`src/hdl/fpl_pkg.sv`:
```
// shared constants, states and carriers of the two-channel fault protection block
// assumes the 125 MHz system clock; all times below are turned into cycle counts here
package fpl_pkg;

  // ****************************************
  // timing
  // ****************************************
  localparam int CLK_PERIOD_NS = 8;
  // window widths are limits, so they round down
  localparam int WIN_SHORT_NS = 2000;
  localparam int WIN_LONG_NS = 8000;
  localparam int WIN_MID_NS = 4000;
  localparam int MOTOR_SHORT_NS = 4000;
  localparam int MOTOR_LONG_NS = 16000;
  // least times, rounded up
  localparam int RETRY_DELAY_NS = 16000;
  // short-circuit check after turn-on is a longest time, rounded down
  localparam int SC_CHECK_NS = 200;

  localparam int DUR_W = 16;
  localparam logic [DUR_W-1:0] WIN_SHORT_CYC = DUR_W'(WIN_SHORT_NS / CLK_PERIOD_NS);
  localparam logic [DUR_W-1:0] WIN_LONG_CYC = DUR_W'(WIN_LONG_NS / CLK_PERIOD_NS);
  localparam logic [DUR_W-1:0] WIN_MID_CYC = DUR_W'(WIN_MID_NS / CLK_PERIOD_NS);
  localparam logic [DUR_W-1:0] MOTOR_SHORT_CYC = DUR_W'(MOTOR_SHORT_NS / CLK_PERIOD_NS);
  localparam logic [DUR_W-1:0] MOTOR_LONG_CYC = DUR_W'(MOTOR_LONG_NS / CLK_PERIOD_NS);
  localparam logic [DUR_W-1:0] RETRY_DELAY_CYC =
    DUR_W'((RETRY_DELAY_NS + CLK_PERIOD_NS - 1) / CLK_PERIOD_NS);
  localparam logic [DUR_W-1:0] SC_CHECK_CYC = DUR_W'(SC_CHECK_NS / CLK_PERIOD_NS);

  // ****************************************
  // encodings and reset values
  // ****************************************
  localparam logic LOAD_LIGHTING = 1'h0;
  localparam logic LOAD_MOTOR = 1'h1;
  localparam logic FAULT_N_RST = 1'h1;
  localparam logic [DUR_W-1:0] DUR_ZERO = 16'h0000;
  localparam logic [DUR_W-1:0] DUR_ONE = 16'h0001;

  typedef enum logic [1:0] {
    FPL_WIN_IDLE = 2'b00,
    FPL_WIN_FIRST = 2'b01,
    FPL_WIN_SECOND = 2'b10,
    FPL_WIN_STEADY = 2'b11
  } fpl_win_e;

  // ****************************************
  // carriers
  // ****************************************
  typedef struct packed {
    logic onRequest;
    logic switchMode;
    logic autoRetryEn;
    logic load_type_select;
    logic firstWinLong;
    logic secondWinLong;
  } fpl_chan_cfg_s;

  typedef struct packed {
    logic overTemp;
    logic ocHigh;
    logic ocMid;
    logic ocLow;
    logic shortSense;
  } fpl_chan_sense_s;

  typedef struct packed {
    logic overtemp_flag;
    logic overcurrent_flag;
    logic short_circuit_flag;
  } fpl_chan_flags_s;

endpackage : fpl_pkg

```
`src/hdl/fpl_fault_protection.sv`:
```
// fault protection and latching for both channels of the switch
// assumes comparator and sensor inputs are synchronous to clk_sys and that register
// reads and delatch requests arrive as one-cycle pulses from the serial port logic
`timescale 1ns/1ns

// What this block does
// - per-channel overtemperature turns channel off, sets its flag, pulls fault low
// - after overtemperature, fault pin releases only on a turn-on while both channels are cool
// - overtemperature while off also pulls fault low until cool and turned on
// - auto-retry turns a channel back on once it has cooled
// - overtemperature flag clears on fault register read when cool and fault high
// - overcurrent turns channel off, sets its flag, pulls fault low
// - trip on active threshold crossed or window width exceeded
// - while a window is active, its channel's sensing is blanked and sync held high
// - load type 0 picks the lighting profile, 1 the motor profile
// - lighting: high, middle, low thresholds over two timed windows of selectable width
// - lighting profile re-armed at each turn-on, only at first turn-on in switch mode
// - motor: one window opened by current above low threshold, width limited
// - with auto-retry, overcurrent latches only after all retries are used
// - in switch mode the counter accumulates on-time only and trips past width
// - delatch clears the counter; lighting also clears it at each auto-retry
// - motor clears the counter at turn-off after an on-period without overcurrent
// - in switch mode modulation never clears the counter; for motor only delatch does
// - short-circuit at turn-on shuts off, pulls fault low, sets its flag
// - enabled overvoltage turns both off and pulls fault low until below hysteresis
// - status register read after overvoltage ends clears its flag
// - with overvoltage disabled only the warning flag is set
module fpl_fault_protection
  import fpl_pkg::*;
#(
  parameter int NUM_CHAN = 2,
  parameter logic [3:0] RETRY_MAX = 4'hf
)
(
  // clock, reset, enable
  input wire logic clk_sys,
  input wire logic resetn,
  input wire logic clkEn,
  // per-channel control and configuration
  input wire fpl_chan_cfg_s [NUM_CHAN-1:0] chanCfg,
  input wire logic [NUM_CHAN-1:0] delatch,
  input wire logic [NUM_CHAN-1:0] faultRegRead,
  // per-channel sensors and comparators
  input wire fpl_chan_sense_s [NUM_CHAN-1:0] chanSense,
  // supply monitor and global configuration
  input wire logic ovAbove,
  input wire logic ovBelowHyst,
  input wire logic overvoltage_disable,
  input wire logic statusRegRead,
  // outputs
  output logic [NUM_CHAN-1:0] chanOn,
  output fpl_chan_flags_s [NUM_CHAN-1:0] chanFlags,
  output logic overvoltage_flag,
  output logic fault_out_n,
  output logic [NUM_CHAN-1:0] senseBlank,
  output logic syncOut
);

  // ****************************************
  // helpers
  // ****************************************
  function automatic logic [DUR_W-1:0] fpl_width(input logic isMotor, input logic isSecond,
                                                 input logic longSel);
    if (isMotor)
    begin
      return longSel ? MOTOR_LONG_CYC : MOTOR_SHORT_CYC;
    end
    if (isSecond)
    begin
      return longSel ? WIN_MID_CYC : WIN_SHORT_CYC;
    end
    return longSel ? WIN_LONG_CYC : WIN_SHORT_CYC;
  endfunction : fpl_width

  function automatic logic fpl_win_active(input fpl_win_e st);
    return (st == FPL_WIN_FIRST) || (st == FPL_WIN_SECOND);
  endfunction : fpl_win_active

  // ****************************************
  // shared state
  // ****************************************
  logic [NUM_CHAN-1:0] chanOn_reg, chanOnNext, turnOn, otHold_reg, otFlag_reg, ocFlag_reg, scFlag_reg;
  logic [NUM_CHAN-1:0] winActive, senseBlank_reg, hot;
  logic ovOff_reg, ovFlag_reg, faultN_reg, syncOut_reg, anyHot, anyTurnOn, ovTrip;

  assign anyHot = |hot;
  assign anyTurnOn = |turnOn;
  // enabled overvoltage blocks turn-on in the cycle it is seen, so both channels drop together
  assign ovTrip = ovAbove && !overvoltage_disable;

  // ****************************************
  // per-channel protection
  // ****************************************
  for (genvar g = 0; g < NUM_CHAN; g++)
  begin : g_chan
    fpl_win_e win_reg;
    logic [DUR_W-1:0] durCnt_reg, retryTmr_reg, onAge_reg, width;
    logic [3:0] retryCnt_reg;
    logic retryWait_reg, tripLocked_reg, otOff_reg, armedOnce_reg, cleanOn_reg;
    logic isMotor, ocTrip, scTrip, trip, retryDone, turnOff, flagClr;

    assign isMotor = (chanCfg[g].load_type_select == LOAD_MOTOR);
    assign width = fpl_width(isMotor, win_reg == FPL_WIN_SECOND,
                             (win_reg == FPL_WIN_SECOND) ? chanCfg[g].secondWinLong
                                                         : chanCfg[g].firstWinLong);

    always_comb
    begin
      ocTrip = 1'b0;
      if (chanOn_reg[g])
      begin
        if (isMotor)
        begin
          // high level always caps; staying above the low level too long trips
          ocTrip = chanSense[g].ocHigh || (chanSense[g].ocLow && durCnt_reg >= width);
        end
        else
        begin
          case (win_reg)
            FPL_WIN_FIRST: ocTrip = chanSense[g].ocHigh;
            FPL_WIN_SECOND: ocTrip = chanSense[g].ocMid;
            FPL_WIN_STEADY: ocTrip = chanSense[g].ocLow;
            default: ocTrip = chanSense[g].ocLow;
          endcase
        end
      end
    end

    // only the first moments after turn-on count as a severe short
    assign scTrip = chanOn_reg[g] && chanSense[g].shortSense && (onAge_reg < SC_CHECK_CYC);
    assign trip = ocTrip | scTrip;
    assign hot[g] = chanSense[g].overTemp;
    assign flagClr = faultRegRead[g] && !tripLocked_reg && !retryWait_reg;
    assign retryDone = retryWait_reg && (retryTmr_reg <= DUR_ONE);
    // a trip or any blocking fault forces the switch off in the next cycle
    assign chanOnNext[g] = chanCfg[g].onRequest && !trip && !chanSense[g].overTemp && !otOff_reg
                           && !tripLocked_reg && !retryWait_reg && !ovOff_reg && !ovTrip;
    assign turnOn[g] = chanOnNext[g] && !chanOn_reg[g];
    assign turnOff = chanOn_reg[g] && !chanOnNext[g];
    assign winActive[g] = isMotor ? (win_reg == FPL_WIN_FIRST) : fpl_win_active(win_reg);

    // switch state
    always_ff @(posedge clk_sys or negedge resetn)
    begin
      if (!resetn)
      begin
        chanOn_reg[g] <= 1'b0;
        onAge_reg <= DUR_ZERO;
      end
      else if (clkEn)
      begin
        chanOn_reg[g] <= chanOnNext[g];
        if (turnOn[g])
        begin
          onAge_reg <= DUR_ZERO;
        end
        else if (chanOn_reg[g] && onAge_reg < SC_CHECK_CYC)
        begin
          onAge_reg <= onAge_reg + DUR_ONE;
        end
      end
    end

    // overtemperature latch, hold and flag
    always_ff @(posedge clk_sys or negedge resetn)
    begin
      if (!resetn)
      begin
        otOff_reg <= 1'b0;
        otHold_reg[g] <= 1'b0;
        otFlag_reg[g] <= 1'b0;
      end
      else if (clkEn)
      begin
        if (chanSense[g].overTemp)
        begin
          otOff_reg <= 1'b1;
        end
        else if (chanCfg[g].autoRetryEn || delatch[g])
        begin
          otOff_reg <= 1'b0;
        end
        // hot in on or off state pulls the pin; release needs both cool and a turn-on
        if (chanSense[g].overTemp)
        begin
          otHold_reg[g] <= 1'b1;
        end
        else if (!anyHot && anyTurnOn)
        begin
          otHold_reg[g] <= 1'b0;
        end
        otFlag_reg[g] <= chanSense[g].overTemp || (otFlag_reg[g] && !(faultRegRead[g] && faultN_reg));
      end
    end

    // overcurrent and short-circuit flags, retry and latch
    always_ff @(posedge clk_sys or negedge resetn)
    begin
      if (!resetn)
      begin
        ocFlag_reg[g] <= 1'b0;
        scFlag_reg[g] <= 1'b0;
        retryWait_reg <= 1'b0;
        retryTmr_reg <= DUR_ZERO;
        retryCnt_reg <= 4'h0;
        tripLocked_reg <= 1'b0;
      end
      else if (clkEn)
      begin
        // a new trip beats a read in the same cycle
        ocFlag_reg[g] <= ocTrip || (ocFlag_reg[g] && !flagClr);
        scFlag_reg[g] <= scTrip || (scFlag_reg[g] && !flagClr);
        if (delatch[g])
        begin
          tripLocked_reg <= 1'b0;
          retryWait_reg <= 1'b0;
          retryCnt_reg <= 4'h0;
          retryTmr_reg <= DUR_ZERO;
        end
        else if (trip)
        begin
          if (chanCfg[g].autoRetryEn && retryCnt_reg < RETRY_MAX)
          begin
            retryWait_reg <= 1'b1;
            retryTmr_reg <= RETRY_DELAY_CYC;
            retryCnt_reg <= retryCnt_reg + 4'h1;
          end
          else
          begin
            tripLocked_reg <= 1'b1;
          end
        end
        else if (retryWait_reg)
        begin
          retryTmr_reg <= retryTmr_reg - DUR_ONE;
          if (retryDone)
          begin
            retryWait_reg <= 1'b0;
          end
        end
      end
    end

    // profile windows and duration counter
    always_ff @(posedge clk_sys or negedge resetn)
    begin
      if (!resetn)
      begin
        win_reg <= FPL_WIN_IDLE;
        durCnt_reg <= DUR_ZERO;
        armedOnce_reg <= 1'b0;
        cleanOn_reg <= 1'b0;
      end
      else if (clkEn)
      begin
        if (delatch[g])
        begin
          win_reg <= FPL_WIN_IDLE;
          durCnt_reg <= DUR_ZERO;
          armedOnce_reg <= 1'b0;
          cleanOn_reg <= 1'b0;
        end
        else if (isMotor)
        begin
          if (turnOn[g])
          begin
            cleanOn_reg <= 1'b1;
          end
          else if (chanOn_reg[g] && chanSense[g].ocLow)
          begin
            cleanOn_reg <= 1'b0;
          end
          win_reg <= (chanOn_reg[g] && chanSense[g].ocLow) ? FPL_WIN_FIRST : FPL_WIN_IDLE;
          if (turnOff && cleanOn_reg && !chanSense[g].ocLow && !chanCfg[g].switchMode)
          begin
            durCnt_reg <= DUR_ZERO;
          end
          else if (chanOn_reg[g] && chanSense[g].ocLow && durCnt_reg != 16'hffff)
          begin
            // off-times leave the count untouched, so pulses accumulate
            durCnt_reg <= durCnt_reg + DUR_ONE;
          end
        end
        else
        begin
          if (turnOn[g] && (!chanCfg[g].switchMode || !armedOnce_reg))
          begin
            win_reg <= FPL_WIN_FIRST;
            durCnt_reg <= DUR_ZERO;
            armedOnce_reg <= 1'b1;
          end
          else if (retryDone)
          begin
            durCnt_reg <= DUR_ZERO;
          end
          else if (chanOn_reg[g] && fpl_win_active(win_reg))
          begin
            if (durCnt_reg >= width)
            begin
              win_reg <= (win_reg == FPL_WIN_FIRST) ? FPL_WIN_SECOND : FPL_WIN_STEADY;
              durCnt_reg <= DUR_ZERO;
            end
            else
            begin
              durCnt_reg <= durCnt_reg + DUR_ONE;
            end
          end
        end
      end
    end

    assign chanFlags[g].overtemp_flag = otFlag_reg[g];
    assign chanFlags[g].overcurrent_flag = ocFlag_reg[g];
    assign chanFlags[g].short_circuit_flag = scFlag_reg[g];
  end

  // ****************************************
  // supply overvoltage
  // ****************************************
  always_ff @(posedge clk_sys or negedge resetn)
  begin
    if (!resetn)
    begin
      ovOff_reg <= 1'b0;
      ovFlag_reg <= 1'b0;
    end
    else if (clkEn)
    begin
      if (ovTrip)
      begin
        ovOff_reg <= 1'b1;
      end
      else if (ovBelowHyst || overvoltage_disable)
      begin
        ovOff_reg <= 1'b0;
      end
      // warning still set when protection is disabled
      ovFlag_reg <= ovAbove || (ovFlag_reg && !(statusRegRead && !ovOff_reg));
    end
  end

  // ****************************************
  // fault pin, blanking and sync
  // ****************************************
  always_ff @(posedge clk_sys or negedge resetn)
  begin
    if (!resetn)
    begin
      faultN_reg <= FAULT_N_RST;
      senseBlank_reg <= '0;
      syncOut_reg <= 1'b0;
    end
    else if (clkEn)
    begin
      faultN_reg <= !(|otHold_reg || |ocFlag_reg || |scFlag_reg || ovOff_reg);
      senseBlank_reg <= winActive;
      syncOut_reg <= |winActive;
    end
  end

  assign chanOn = chanOn_reg;
  assign overvoltage_flag = ovFlag_reg;
  assign fault_out_n = faultN_reg;
  assign senseBlank = senseBlank_reg;
  assign syncOut = syncOut_reg;

endmodule : fpl_fault_protection

```
`config.mk`:
```
export PLATFORM = sky130hd
export DESIGN_NAME = fpl_fault_protection
export DESIGN_NICKNAME = d
export VERILOG_FILES = /design/src/hdl/fpl_pkg.sv /design/src/hdl/fpl_fault_protection.sv
export SDC_FILE = /design/constraint.sdc
export NUM_CORES = 1
export LEC_CHECK = 0
export BUFFER_PORTS_ARGS = -buffer_cell sky130_fd_sc_hd__buf_4
export CORE_ASPECT_RATIO = 2
export CORE_MARGIN = 2
export CORE_UTILIZATION = 35
export CTS_CLUSTER_DIAMETER = 120
export DETAILED_ROUTE_END_ITERATION = 8
export SLEW_MARGIN = 20
export SYNTH_ARGS = -nofsm -noshare
export SYNTH_HDL_FRONTEND = slang
export SYNTH_SLANG_ARGS = --single-unit
```
`constraint.sdc`:
```
create_clock -name clk_sys -period 4.34 [get_ports clk_sys]
set_clock_uncertainty 0.15 [all_clocks]
set_input_delay 0.868 -clock clk_sys [delete_from_list [all_inputs] [get_ports clk_sys]]
set_output_delay 0.868 -clock clk_sys [all_outputs]
set_load 0.03 [all_outputs]
```
==> metrics.yaml, run 1 <==
outcome:
  status: "finished clean"
clock_tree:
  cts_buffers: 17
  post_cts_buffers: 0
  insertion_delay_ns: 0.44
  ctsResizeCount: 0
  clk_path_buf_depth: 2
  cts_tree: "done"
  cts_sinks: 134
  path_clk_slew_ns: 0.06
  cts_root_buf: "clkbuf_16"
  hold_buffers: 0
  htree_levels: 4
timing:
  tightest_slew_ns: 0.823
  clock.fmax_mhz: 259
  hold_violations: 0
  rsz0062_at_grt: "false"
  finalSetupTns_ns: 0
  slew_headroom: 0.451
  min_period_ns: 3.87
  finalMaxSlewViolations: 0
  setup_viol: 0
  fin_crit_sh: 0.891
setup_path:
  r2r_start: "g_chan[0].win_reg[0]$_DFFE_PN0P_"
  cp.arrival_ns: 4.03
  crit_path_end: "g_chan[0].retryTmr_reg[5]$_DFFE_PN0P_"
  crit_family: "compound AO/OA/AOI/OAI gates"
  startpoint_type: "register"
  worst_path_max_delay_cell: "a311oi_2"
  slowest_delay_ns: 0.44
  r2r_end: "g_chan[0].retryTmr_reg[5]$_DFFE_PN0P_"
  path_class: "reg -> reg"
  critPathCaptureType: "register"
  path_buf_inv: 2
  ff2ff_setup_slack_ns: 0.47
  crit_fanout: 10
  rr_worst_depth: 14
  crit_start: "g_chan[0].win_reg[0]$_DFFE_PN0P_"
  cp.required_ns: 4.50
  critical_path_cell_count: 14
  path_cells: "inv_1 -> ha_1 -> and2_1 -> o21ai_0 -> inv_1 -> ha_1 -> and3_1 -> o21ai_0 -> a311oi_2 -> nor4_4 -> o31a_1 -> a21oi_4 -> nand3b_1 -> mux2_1"
pwr:
  pwr_density_cell_nw_per_um2: 480
  power_leakage_nw: 4.11
  peakVddDrop_v: 0.000234
layout:
  final_cell_area_um2: 9070
  layout_common_cells: "133 x dfrtp_1, 87 x nand2_1, 78 x nor2_1, 65 x buf_4, 57 x a21oi_1"
  diodes: 0
  drive_above_1_share: 0.145
  mostFrequentLayoutCell: "dfrtp_1"
  finish.utilization: 0.420
  syn_to_final_growth_pct: 17.7
  nets: 975
drt:
  first_pass_iters: 4
  wire_per_inst_um: 17.0
  drt.antenna.violating_nets: 0
  vias: 6595
  vias_per_cell: 5.51
  first_iter_violations: 279
  wl_um: 20400
  drcViolationCount: 0
yosys:
  synth_fp_nets: 918
  ys_types: 75
  muxShareOfSynthArea: 0.0127
  synth_compound_area_frac: 0.200
  yosys.area_share.simple: 0.240
  synthXorXnorAreaFrac: 0.0216
  mappedNetlistArea_um2: 7710
  synthArstFlopShare: 1.00
  ys.warnings.count: 0
  synth_seq_area_share: 0.435
  synthAdderAreaFrac: 0.0519
  synth_ff_type: "dfrtp_1"
  synth_top_family_by_area: "simple AND/OR/NAND/NOR gates"
  yosys_register_bits: 134
  synthCells: 853
  synth_edf_count: 0
  synth.avg_cell_area_um2: 9.04
floorplan:
  die-width_um: 109
  rows: 76
  dieArea_um2: 23300
  ios: 46
  die_h_um: 214
  coreArea_um2: 21600
  start_util: 0.357
grt:
  antenna_found_initial: 0
  grt.total_usage: 0.186
  grt-ovfl-total: 0
  first_global_vias: 6833
  grt_first_pass_wirelength_um: 33800
  grt_max_degree: 88
job:
  maxCapViolCount: 0
placed_design:
  dpl_cell_area_um2: 8450
  io_buffers: 45
  dpl.hpwl_um: 15100
  place_congestion: 0.865
hold_path:
  hold_class: "reg -> reg"
## final cells by class
class                   instances  area [um2]
multi-input cells             642        4060
fillers                      2121       12500
flip-flops and latches        134        3350
clock buffers                  17         425
inverters                      48         180
repair buffers                 67         519
well taps                     273         342
clock inverters                15         194
## tightest hold or removal path, cell delays in order, from the launching register on
cell and delay [ns]:
dfrtp_1 0.35, nand2_1 0.05, nand2_1 0.05
## through the flow
| stage | worst slack [ns] | instances | power (mW) | hold WS, ns |
|---|---|---|---|---|
| CTS | 0.476 | 1196 | 4.40 | 0.335 |
| floorplan | 0.602 | 853 | 2.47 | 0.289 |
| global route | 0.202 | 1196 | 4.63 | 0.351 |
| detailed placement | 0.188 | 1164 | 2.84 | 0.315 |
| global placement | 0.256 | 1164 | 2.82 | 0.310 |
| finish | 0.474 | 1196 | 4.35 | 0.331 |
## synth_stat cells, types with 4 or more instances
cell type / instances / area share
o21ai_1: 11 / 0.0071
a41oi_1: 4 / 0.0045
nand3_1: 32 / 0.021
mux2_2: 5 / 0.0073
or3_1: 20 / 0.016
o2bb2ai_1: 6 / 0.0068
dfrtp_1: 133 / 0.43
nand3b_1: 5 / 0.0049
nor4_1: 11 / 0.0089
o21ai_2: 4 / 0.0045
a31oi_1: 14 / 0.011
a211oi_1: 4 / 0.0039
or4_1: 9 / 0.0088
inv_1: 46 / 0.022
o22a_1: 5 / 0.0057
nor2_1: 78 / 0.038
and2_1: 21 / 0.017
clkbuf_1: 20 / 0.0097
nand2b_1: 14 / 0.011
or2_2: 9 / 0.0073
xnor2_1: 13 / 0.015
nor3_1: 15 / 0.0097
buf_2: 8 / 0.0052
a311oi_1: 6 / 0.0068
o31ai_1: 11 / 0.011
a21oi_1: 57 / 0.037
o21ai_0: 49 / 0.032
nand4_1: 10 / 0.0081
a22o_1: 13 / 0.015
xor2_1: 6 / 0.0068
and3_1: 13 / 0.011
a21o_1: 7 / 0.0068
ha_1: 32 / 0.052
nand2_1: 87 / 0.042
nor2b_1: 14 / 0.011
## worst min-delay path by stage
stage,start,end,slack (ns),cells after the start
detailed placement,g_chan[1].otOff_reg$_DFFE_PN0P_,g_chan[1].otOff_reg$_DFFE_PN0P_,0.32,2
CTS,chanFlags[5]$_DFFE_PN0P_,chanFlags[5]$_DFFE_PN0P_,0.34,2
global route,g_chan[1].onAge_reg[8]$_DFFE_PN0P_,g_chan[1].onAge_reg[8]$_DFFE_PN0P_,0.35,1
finish,chanFlags[5]$_DFFE_PN0P_,chanFlags[5]$_DFFE_PN0P_,0.33,2
floorplan,g_chan[1].otOff_reg$_DFFE_PN0P_,g_chan[1].otOff_reg$_DFFE_PN0P_,0.29,2
global placement,g_chan[0].otOff_reg$_DFFE_PN0P_,g_chan[0].otOff_reg$_DFFE_PN0P_,0.31,2
## report_power, final
group          internal (mW)  switching [mW]  leakage (nW)  total [mW]
Sequential              1.45           0.215          1.79        1.67
Clock                  0.917           0.611         0.293        1.53
Combinational          0.485           0.670          2.03        1.16
## per-layer routing
layer | vias to the layer above | global-route usage | part of all wire
li1 | 3201 | - | -
met1 | 3246 | 0.186 | 0.37
met2 | 105 | 0.347 | 0.56
met3 | 43 | 0.0426 | 0.033
met4 | 0 | 0.0859 | 0.033
met5 | - | 0 | 0
## logic make-up after synthesis
kind of cell / count (synthesis)
adder cells (fa/ha/maj): 32
XOR/XNOR: 19
AO/OA/AOI/OAI: 225
AND/OR/NAND/NOR: 357
flip-flops: 134
buffers and inverters: 77
multiplexers: 9
Power figures use the tool's default switching activity.
==> run 2, diff against run 1 <==
ABC_AREA = 1   (was not set)
==> run 2 against run 1 <==
Compared with the run above: sequential cell count stayed put; first-iteration DRC count is 56% higher; critical path type unchanged; global-route usage is 1.1 points higher; synthesized area is 12% higher; combinational power is 33% higher; worst setup slack better by 0.41 ns; largest cell class unchanged; sequential power is 5% higher; highest routed layer unchanged; critical endpoint is now g_chan[1].durCnt_reg[3]$_DFFE_PN0P_.
==> metrics.yaml, run 2 <==
outcome:
  status: "finished clean"  # unchanged
floorplan:
  coreArea_um2: 24300  # was 21600 um2
  rows: 81  # was 76
  ios: 46  # unchanged
  die-width_um: 115  # was 109 um
  die_h_um: 226  # was 214 um
  dieArea_um2: 26000  # was 23300 um2
  start_util: 0.354  # was 0.357
grt:
  grt.total_usage: 0.196  # was 0.186
  grt-ovfl-total: 0  # unchanged
  grt_max_degree: 91  # was 88
  first_global_vias: 7909  # was 6833
  antenna_found_initial: 0  # unchanged
  grt_first_pass_wirelength_um: 39400  # was 33800 um
job:
  maxCapViolCount: 0  # unchanged
setup_path:
  rr_worst_depth: 22  # was 14
  ff2ff_setup_slack_ns: 0.89  # was 0.47 ns
  path_class: "reg -> reg"  # unchanged
  startpoint_type: "register"  # unchanged
  critPathCaptureType: "register"  # unchanged
  crit_fanout: 15  # was 10
  cp.required_ns: 4.50  # about the same
  cp.arrival_ns: 3.62  # was 4.03 ns
hold_path:
  hold_class: "reg -> reg"  # unchanged
  hold_path_depth: 2  # unchanged
drt:
  first_pass_iters: 5  # was 4
  wire_per_inst_um: 15.7  # was 17.0 um
  drcViolationCount: 0  # unchanged
  drt.antenna.violating_nets: 0  # unchanged
  wl_um: 24000  # was 20400 um
  vias: 7707  # was 6595
  vias_per_cell: 5.05  # was 5.51
  first_iter_violations: 434  # was 279
yosys:
  synth.top_cell.area_share: 0.386  # was 0.432
  synth_most_common_cell: "nand2_1"  # was dfrtp_1
  ys.warnings.count: 0  # unchanged
  synthArstFlopShare: 1.00  # unchanged
  mappedNetlistArea_um2: 8620  # was 7710 um2
  synth_edf_count: 0  # unchanged
  synth_top_area_cell: "dfrtp_1"  # unchanged
  synth_compound_area_frac: 0.108  # was 0.200
  yosys.area_share.simple: 0.318  # was 0.240
  yosys_register_bits: 134  # unchanged
  synth_fp_nets: 1241  # was 918
  synth_area_leaders: "dfrtp_1 39%, nand2_1 13%, inv_1 7.1%"  # was dfrtp_1 43%, ha_1 5.2%, nand2_1 4.2%
  synth_seq_area_share: 0.389  # was 0.435
  yosys-top-cells-count: "306 x nand2_1, 164 x inv_1, 133 x dfrtp_1"  # was 133 x dfrtp_1, 87 x nand2_1, 78 x nor2_1
  ys_types: 50  # was 75
  synthCells: 1176  # was 853
  synthXorXnorAreaFrac: 0.0407  # was 0.0216
  synthAdderAreaFrac: 0.0465  # was 0.0519
  synth_ff_type: "dfrtp_1"  # unchanged
  synth.avg_cell_area_um2: 7.33  # was 9.04 um2
  muxShareOfSynthArea: 0  # was 0.0127
  synth_top_family_by_area: "simple AND/OR/NAND/NOR gates"  # unchanged
timing:
  setup_viol: 0  # unchanged
  clock.fmax_mhz: 290  # was 259 MHz
  whs_ns: 0.331  # about the same
  finalMaxSlewViolations: 0  # unchanged
  finalSetupTns_ns: 0  # unchanged
  rsz0062_at_grt: "false"  # unchanged
  fin_crit_sh: 0.796  # was 0.891
  hold_violations: 0  # unchanged
  tightest_slew_ns: 0.866  # was 0.823 ns
  min_period_ns: 3.45  # was 3.87 ns
  slew_headroom: 0.423  # was 0.451
clock_tree:
  post_cts_buffers: 0  # unchanged
  htree_levels: 4  # unchanged
  hold_buffers: 0  # unchanged
  ctsResizeCount: 0  # unchanged
  clk_path_buf_depth: 2  # unchanged
  cts_tree: "done"  # unchanged
  insertion_delay_ns: 0.43  # was 0.44 ns
  cts_root_buf: "clkbuf_16"  # unchanged
  cts_sinks: 134  # unchanged
  cts_buffers: 17  # unchanged
  path_clk_slew_ns: 0.06  # about the same
placed_design:
  place_congestion: 0.893  # was 0.865
  dpl.hpwl_um: 18400  # was 15100 um
  io_buffers: 45  # unchanged
layout:
  mostFrequentLayoutCell: "nand2_1"  # was dfrtp_1
  nets: 1288  # was 975
  drive_above_1_share: 0.121  # was 0.145
  syn_to_final_growth_pct: 15.0  # was 17.7%
  layout_common_cells: "306 x nand2_1, 164 x inv_1, 133 x dfrtp_1, 115 x nor2_1, 69 x nand3_1"  # was 133 x dfrtp_1, 87 x nand2_1, 78 x nor2_1, 65 x buf_4, 57 x a21oi_1
  diodes: 0  # unchanged
pwr:
  power_leakage_nw: 4.83  # was 4.11 nW
  peakVddDrop_v: 0.000275  # was 0.000234 V
  pwr_density_cell_nw_per_um2: 501  # was 480 nW/um2
  power_mw: 4.96  # was 4.35 mW
[run 2: cell types whose count changed after synthesis, sizes merged, moves of 30 or more]
cell and change:
nand2 +233, inv +124, nor2 +42, nand3 +39, a21oi -32, nor3 +30
[run 2: logic make-up (layout without fill, tap and decap cells)]
| group | after synthesis | after routing |
|---|---|---|
| flops | 134 | 134 |
| simple gates | 616 | 616 |
| compound gates | 151 | 151 |
| buf+inv | 203 | 263 |
| xor+xnor | 40 | 40 |
| fa+ha+maj | 32 | 32 |
[run 2: metal layers]
metal	up-vias	share of wire	wire length, um	track usage
met1	3600	0.38	8990	0.200
met4	0	0.046	1110	0.109
met3	62	0.027	645	0.0309
met2	159	0.55	13200	0.369
met5	-	0	0	0
li1	3886	-	-	-
[run 2: cell type report]
| cell class | instances | area, um2 |
|---|---|---|
| Clock inverter | 13 | 226 |
| Tap cell | 290 | 363 |
| Timing Repair Buffer | 57 | 444 |
| Clock buffer | 19 | 443 |
| Sequential cell | 134 | 3350 |
| Inverter | 174 | 656 |
| Fill cell | 2543 | 14400 |
| Multi-Input combinational cell | 839 | 4420 |
[run 2: per-stage QoR]
stage | setup slack, ns | utilization | area [um2] | std cells
floorplan | 0.933 | - | 8620 | 1176
global placement | 0.591 | 0.380 | 9240 | 1494
detailed placement | 0.551 | 0.380 | 9240 | 1494
CTS | 0.876 | 0.407 | 9910 | 1526
global route | 0.501 | 0.407 | 9910 | 1526
finish | 0.887 | 0.407 | 9910 | 1526
[run 2: path summary, 6_finish.rpt]
path / start / end
setup / recovery: g_chan[1].win_reg[0]$_DFFE_PN0P_ / g_chan[1].durCnt_reg[3]$_DFFE_PN0P_
hold / removal: g_chan[1].retryTmr_reg[1]$_DFFE_PN0P_ / g_chan[1].retryTmr_reg[1]$_DFFE_PN0P_
setup reg to reg: g_chan[1].win_reg[0]$_DFFE_PN0P_ / g_chan[1].durCnt_reg[3]$_DFFE_PN0P_
hold reg to reg: g_chan[1].retryTmr_reg[1]$_DFFE_PN0P_ / g_chan[1].retryTmr_reg[1]$_DFFE_PN0P_
max in group asynchronous: resetn / g_chan[0].retryTmr_reg[14]$_DFFE_PN0P_
min in group asynchronous: resetn / senseBlank[1]$_DFFE_PN0P_
[run 2: where the power goes]
| part | leakage, nW | switching, mW | internal, mW | total [mW] |
|---|---|---|---|---|
| logic | 2.75 | 0.979 | 0.565 | 1.54 |
| clock network | 0.319 | 0.564 | 1.09 | 1.65 |
| registers | 1.75 | 0.236 | 1.52 | 1.76 |
| total | 4.83 | 1.78 | 3.18 | 4.96 |
[run 2: worst max-delay path, stage by stage (launching register included)]
cell and delay (ns):
dfrtp_1 0.40, inv_1 0.06, ha_1 0.22, inv_1 0.05
nand2_1 0.10, nand2_1 0.08, nand2_1 0.12, inv_1 0.06
ha_1 0.28, nand2_1 0.07, inv_1 0.04, o21ai_0 0.15
nand2_1 0.08, nand2_1 0.06, nand3_1 0.09, nand2_1 0.07
nand2_1 0.07, nand2_4 0.11, nand4_4 0.15, o21ai_2 0.59
o21ai_0 0.18, nand2_1 0.09, nand2_1 0.05
==> run 3, diff against run 2 <==
clock period = 2.88 ns   (was 4.34 ns; I/O delays follow)
==> run 3 against run 2 <==
Compared with the run above: the flow now finishes with violations (setup timing); largest power group is now combinational cells; register-to-register slack worse by 1.2 ns; first-iteration DRC count rose by 9.7%; sequential power grew 51%; critical path depth rose by 4; clock-buffer cell count decreased by 2; critical endpoint is now g_chan[0].durCnt_reg[10]$_DFFE_PN0P_; sequential cell count is the same; global-route usage rose by 1.0 points; highest routed layer unchanged; total power rose by 62%; fmax is 6.6% higher; utilization rose by 9.5 points.
==> metrics.yaml, run 3 (same netlist as run 2, synthesis figures left out) <==
outcome:
  status: "finished, violations left"  # was finished clean
  violations: "setup timing"
grt:
  grt_max_degree: 68  # was 91
  grt_first_pass_wirelength_um: 41400  # was 39400 um
  first_global_vias: 8570  # was 7909
  antenna_found_initial: 0  # unchanged
  grt-ovfl-total: 0  # unchanged
  grt.total_usage: 0.206  # was 0.196
setup_path:
  r2r_start: "g_chan[0].win_reg[0]$_DFFE_PN0P_"  # was g_chan[1].win_reg[0]$_DFFE_PN0P_
  r2r_end: "g_chan[0].durCnt_reg[10]$_DFFE_PN0P_"  # was g_chan[1].durCnt_reg[3]$_DFFE_PN0P_
  worst_path_max_delay_cell: "dfrtp_1"  # was o21ai_2
  ff2ff_setup_slack_ns: -0.36  # was 0.89 ns
  crit_fanout: 6  # was 15
  path_class: "reg -> reg"  # unchanged
  cp.required_ns: 3.07  # was 4.50 ns
  rr_worst_depth: 26  # was 22
  cp.arrival_ns: 3.42  # was 3.62 ns
  crit_top_cell: "nand2_2"  # was nand2_1
  startpoint_type: "register"  # unchanged
  crit_start: "g_chan[0].win_reg[0]$_DFFE_PN0P_"  # was g_chan[1].win_reg[0]$_DFFE_PN0P_
  crit_family: "simple AND/OR/NAND/NOR gates"  # unchanged
  critPathCaptureType: "register"  # unchanged
  path_buf_inv: 7  # was 4
  slowest_delay_ns: 0.40  # was 0.59 ns
layout:
  finish.utilization: 0.503  # was 0.407
  syn_to_final_growth_pct: 41.9  # was 15.0%
  nets: 1402  # was 1288
  drive_above_1_share: 0.336  # was 0.121
  mostFrequentLayoutCell: "nand2_1"  # unchanged
  diodes: 0  # unchanged
  final_cells: 1640  # was 1526
  layout_common_cells: "245 x nand2_1, 151 x inv_1, 133 x dfrtp_1, 109 x buf_4, 84 x nor2_1"  # was 306 x nand2_1, 164 x inv_1, 133 x dfrtp_1, 115 x nor2_1, 69 x nand3_1
clock_tree:
  insertion_delay_ns: 0.44  # was 0.43 ns
  cts_root_buf: "clkbuf_16"  # unchanged
  clk_path_buf_depth: 2  # unchanged
  path_clk_slew_ns: 0.06  # about the same
  htree_levels: 4  # unchanged
  cts_tree: "done"  # unchanged
  cts_buffers: 17  # unchanged
  cts_sinks: 134  # unchanged
timing:
  fin_crit_sh: 1.12  # was 0.796
  rsz0062_at_grt: "true"  # was false
  hold_violations: 0  # unchanged
  clock.fmax_mhz: 309  # was 290 MHz
  slew_headroom: 0.493  # was 0.423
  finalMaxSlewViolations: 0  # unchanged
  fin_ws_ns: -0.358  # was 0.887 ns
  tightest_slew_ns: 0.754  # was 0.866 ns
  finalSetupTns_ns: -16.86  # was 0 ns
  setup_viol: 96  # was 0
  min_period_ns: 3.24  # was 3.45 ns
floorplan:
  die_h_um: 226  # unchanged
  die-width_um: 115  # unchanged
  dieArea_um2: 26000  # unchanged
  start_util: 0.354  # unchanged
  ios: 46  # unchanged
  coreArea_um2: 24300  # unchanged
  rows: 81  # unchanged
placed_design:
  io_buffers: 45  # unchanged
  place_congestion: 0.889  # was 0.893
  dp_cells: 1555  # was 1494
  dpl.hpwl_um: 18100  # was 18400 um
drt:
  vias: 8526  # was 7707
  vias_per_cell: 5.20  # was 5.05
  wire_per_inst_um: 16.1  # was 15.7 um
  drt.antenna.violating_nets: 0  # unchanged
  first_iter_violations: 476  # was 434
  drcViolationCount: 0  # unchanged
  first_pass_iters: 5  # unchanged
  wl_um: 26400  # was 24000 um
hold_path:
  hold_end: "chanFlags[5]$_DFFE_PN0P_"  # was g_chan[1].retryTmr_reg[1]$_DFFE_PN0P_
  hold_class: "in -> reg"  # was reg -> reg
  hold_path_depth: 3  # was 2
  worstHoldStart: "chanSense[9]"  # was g_chan[1].retryTmr_reg[1]$_DFFE_PN0P_
pwr:
  power_leakage_nw: 5.80  # was 4.83 nW
  peakVddDrop_v: 0.000381  # was 0.000275 V
  pwr_density_cell_nw_per_um2: 657  # was 501 nW/um2
job:
  maxCapViolCount: 0  # unchanged
[run 3: cell count changes in the layout (fill, tap and decap cells not counted), moves of 15 or more]
cell     delta
nand2_1    -61
buf_4      +54
nand3_1    -15
buf_6      +39
nor2_4     +16
nor2_2     +15
nand2_2    +32
o21ai_2    +28
nor2_1     -31
nand2_4    +27
o21ai_1    +15
o21ai_0    -46
[run 3: where the power goes]
| group | switching (mW) | total (mW) | internal (mW) |
|---|---|---|---|
| logic | 1.84 | 3.10 | 1.26 |
| registers | 0.367 | 2.66 | 2.30 |
| clock network | 0.901 | 2.27 | 1.37 |
[run 3: repair_timing]
action / CTS / global route
resized for setup: 191 / 203
endpoints found under the setup margin: 118 / 119
hold buffers: 1 / 0
cloned: 12 / 1
endpoints found under the hold margin: 39 / 0
pin swaps: 44 / 64
setup buffers: 30 / 15
[run 3: per-layer routing]
metal | vias to the layer above | wire length, um | global-route usage
met5 | - | 0 | 0
met4 | 0 | 1340 | 0.131
met3 | 85 | 920 | 0.0411
met2 | 205 | 14700 | 0.386
met1 | 4098 | 9500 | 0.201
li1 | 4138 | - | -
[run 3: how the worst max path moves through the flow]
stage / endpoint / depth (start not counted)
finish: g_chan[0].durCnt_reg[10]$_DFFE_PN0P_ / 26
global route: g_chan[0].durCnt_reg[12]$_DFFE_PN0P_ / 24
CTS: g_chan[1].win_reg[1]$_DFFE_PN0P_ / 22
detailed placement: g_chan[0].onAge_reg[1]$_DFFE_PN0P_ / 23
global placement: g_chan[0].onAge_reg[0]$_DFFE_PN0P_ / 23
floorplan: g_chan[0].durCnt_reg[10]$_DFFE_PN0P_ / 19
[run 3: final cells by class]
| cell class | count | area, um2 |
|---|---|---|
| fill | 2298 | 12100 |
| multi-input combinational | 841 | 5560 |
| sequential | 134 | 3350 |
| timing repair buffer | 165 | 1600 |
| inverter | 174 | 698 |
| clock buffer | 17 | 425 |
| tap | 290 | 363 |
| clock inverter | 15 | 176 |
| timing repair inverter | 4 | 52.6 |
[run 3: tightest hold or removal path, stage by stage]
cell     delay (ns)
buf_4          0.11
nand2_1        0.08
nand2_1        0.07
[run 3: per-stage QoR]
step	hold slack [ns]	worst slack, ns	total power, mW	area [um2]
2_1_floorplan	0.130	-0.00632	4.35	8620
4_1_cts	0.258	-0.203	7.70	11400
3_5_place_dp	0.311	-0.384	5.09	9750
3_3_place_gp	0.308	-0.342	5.02	9750
5_1_grt	0.281	-0.528	8.59	12200
6_report	0.272	-0.358	8.03	12200
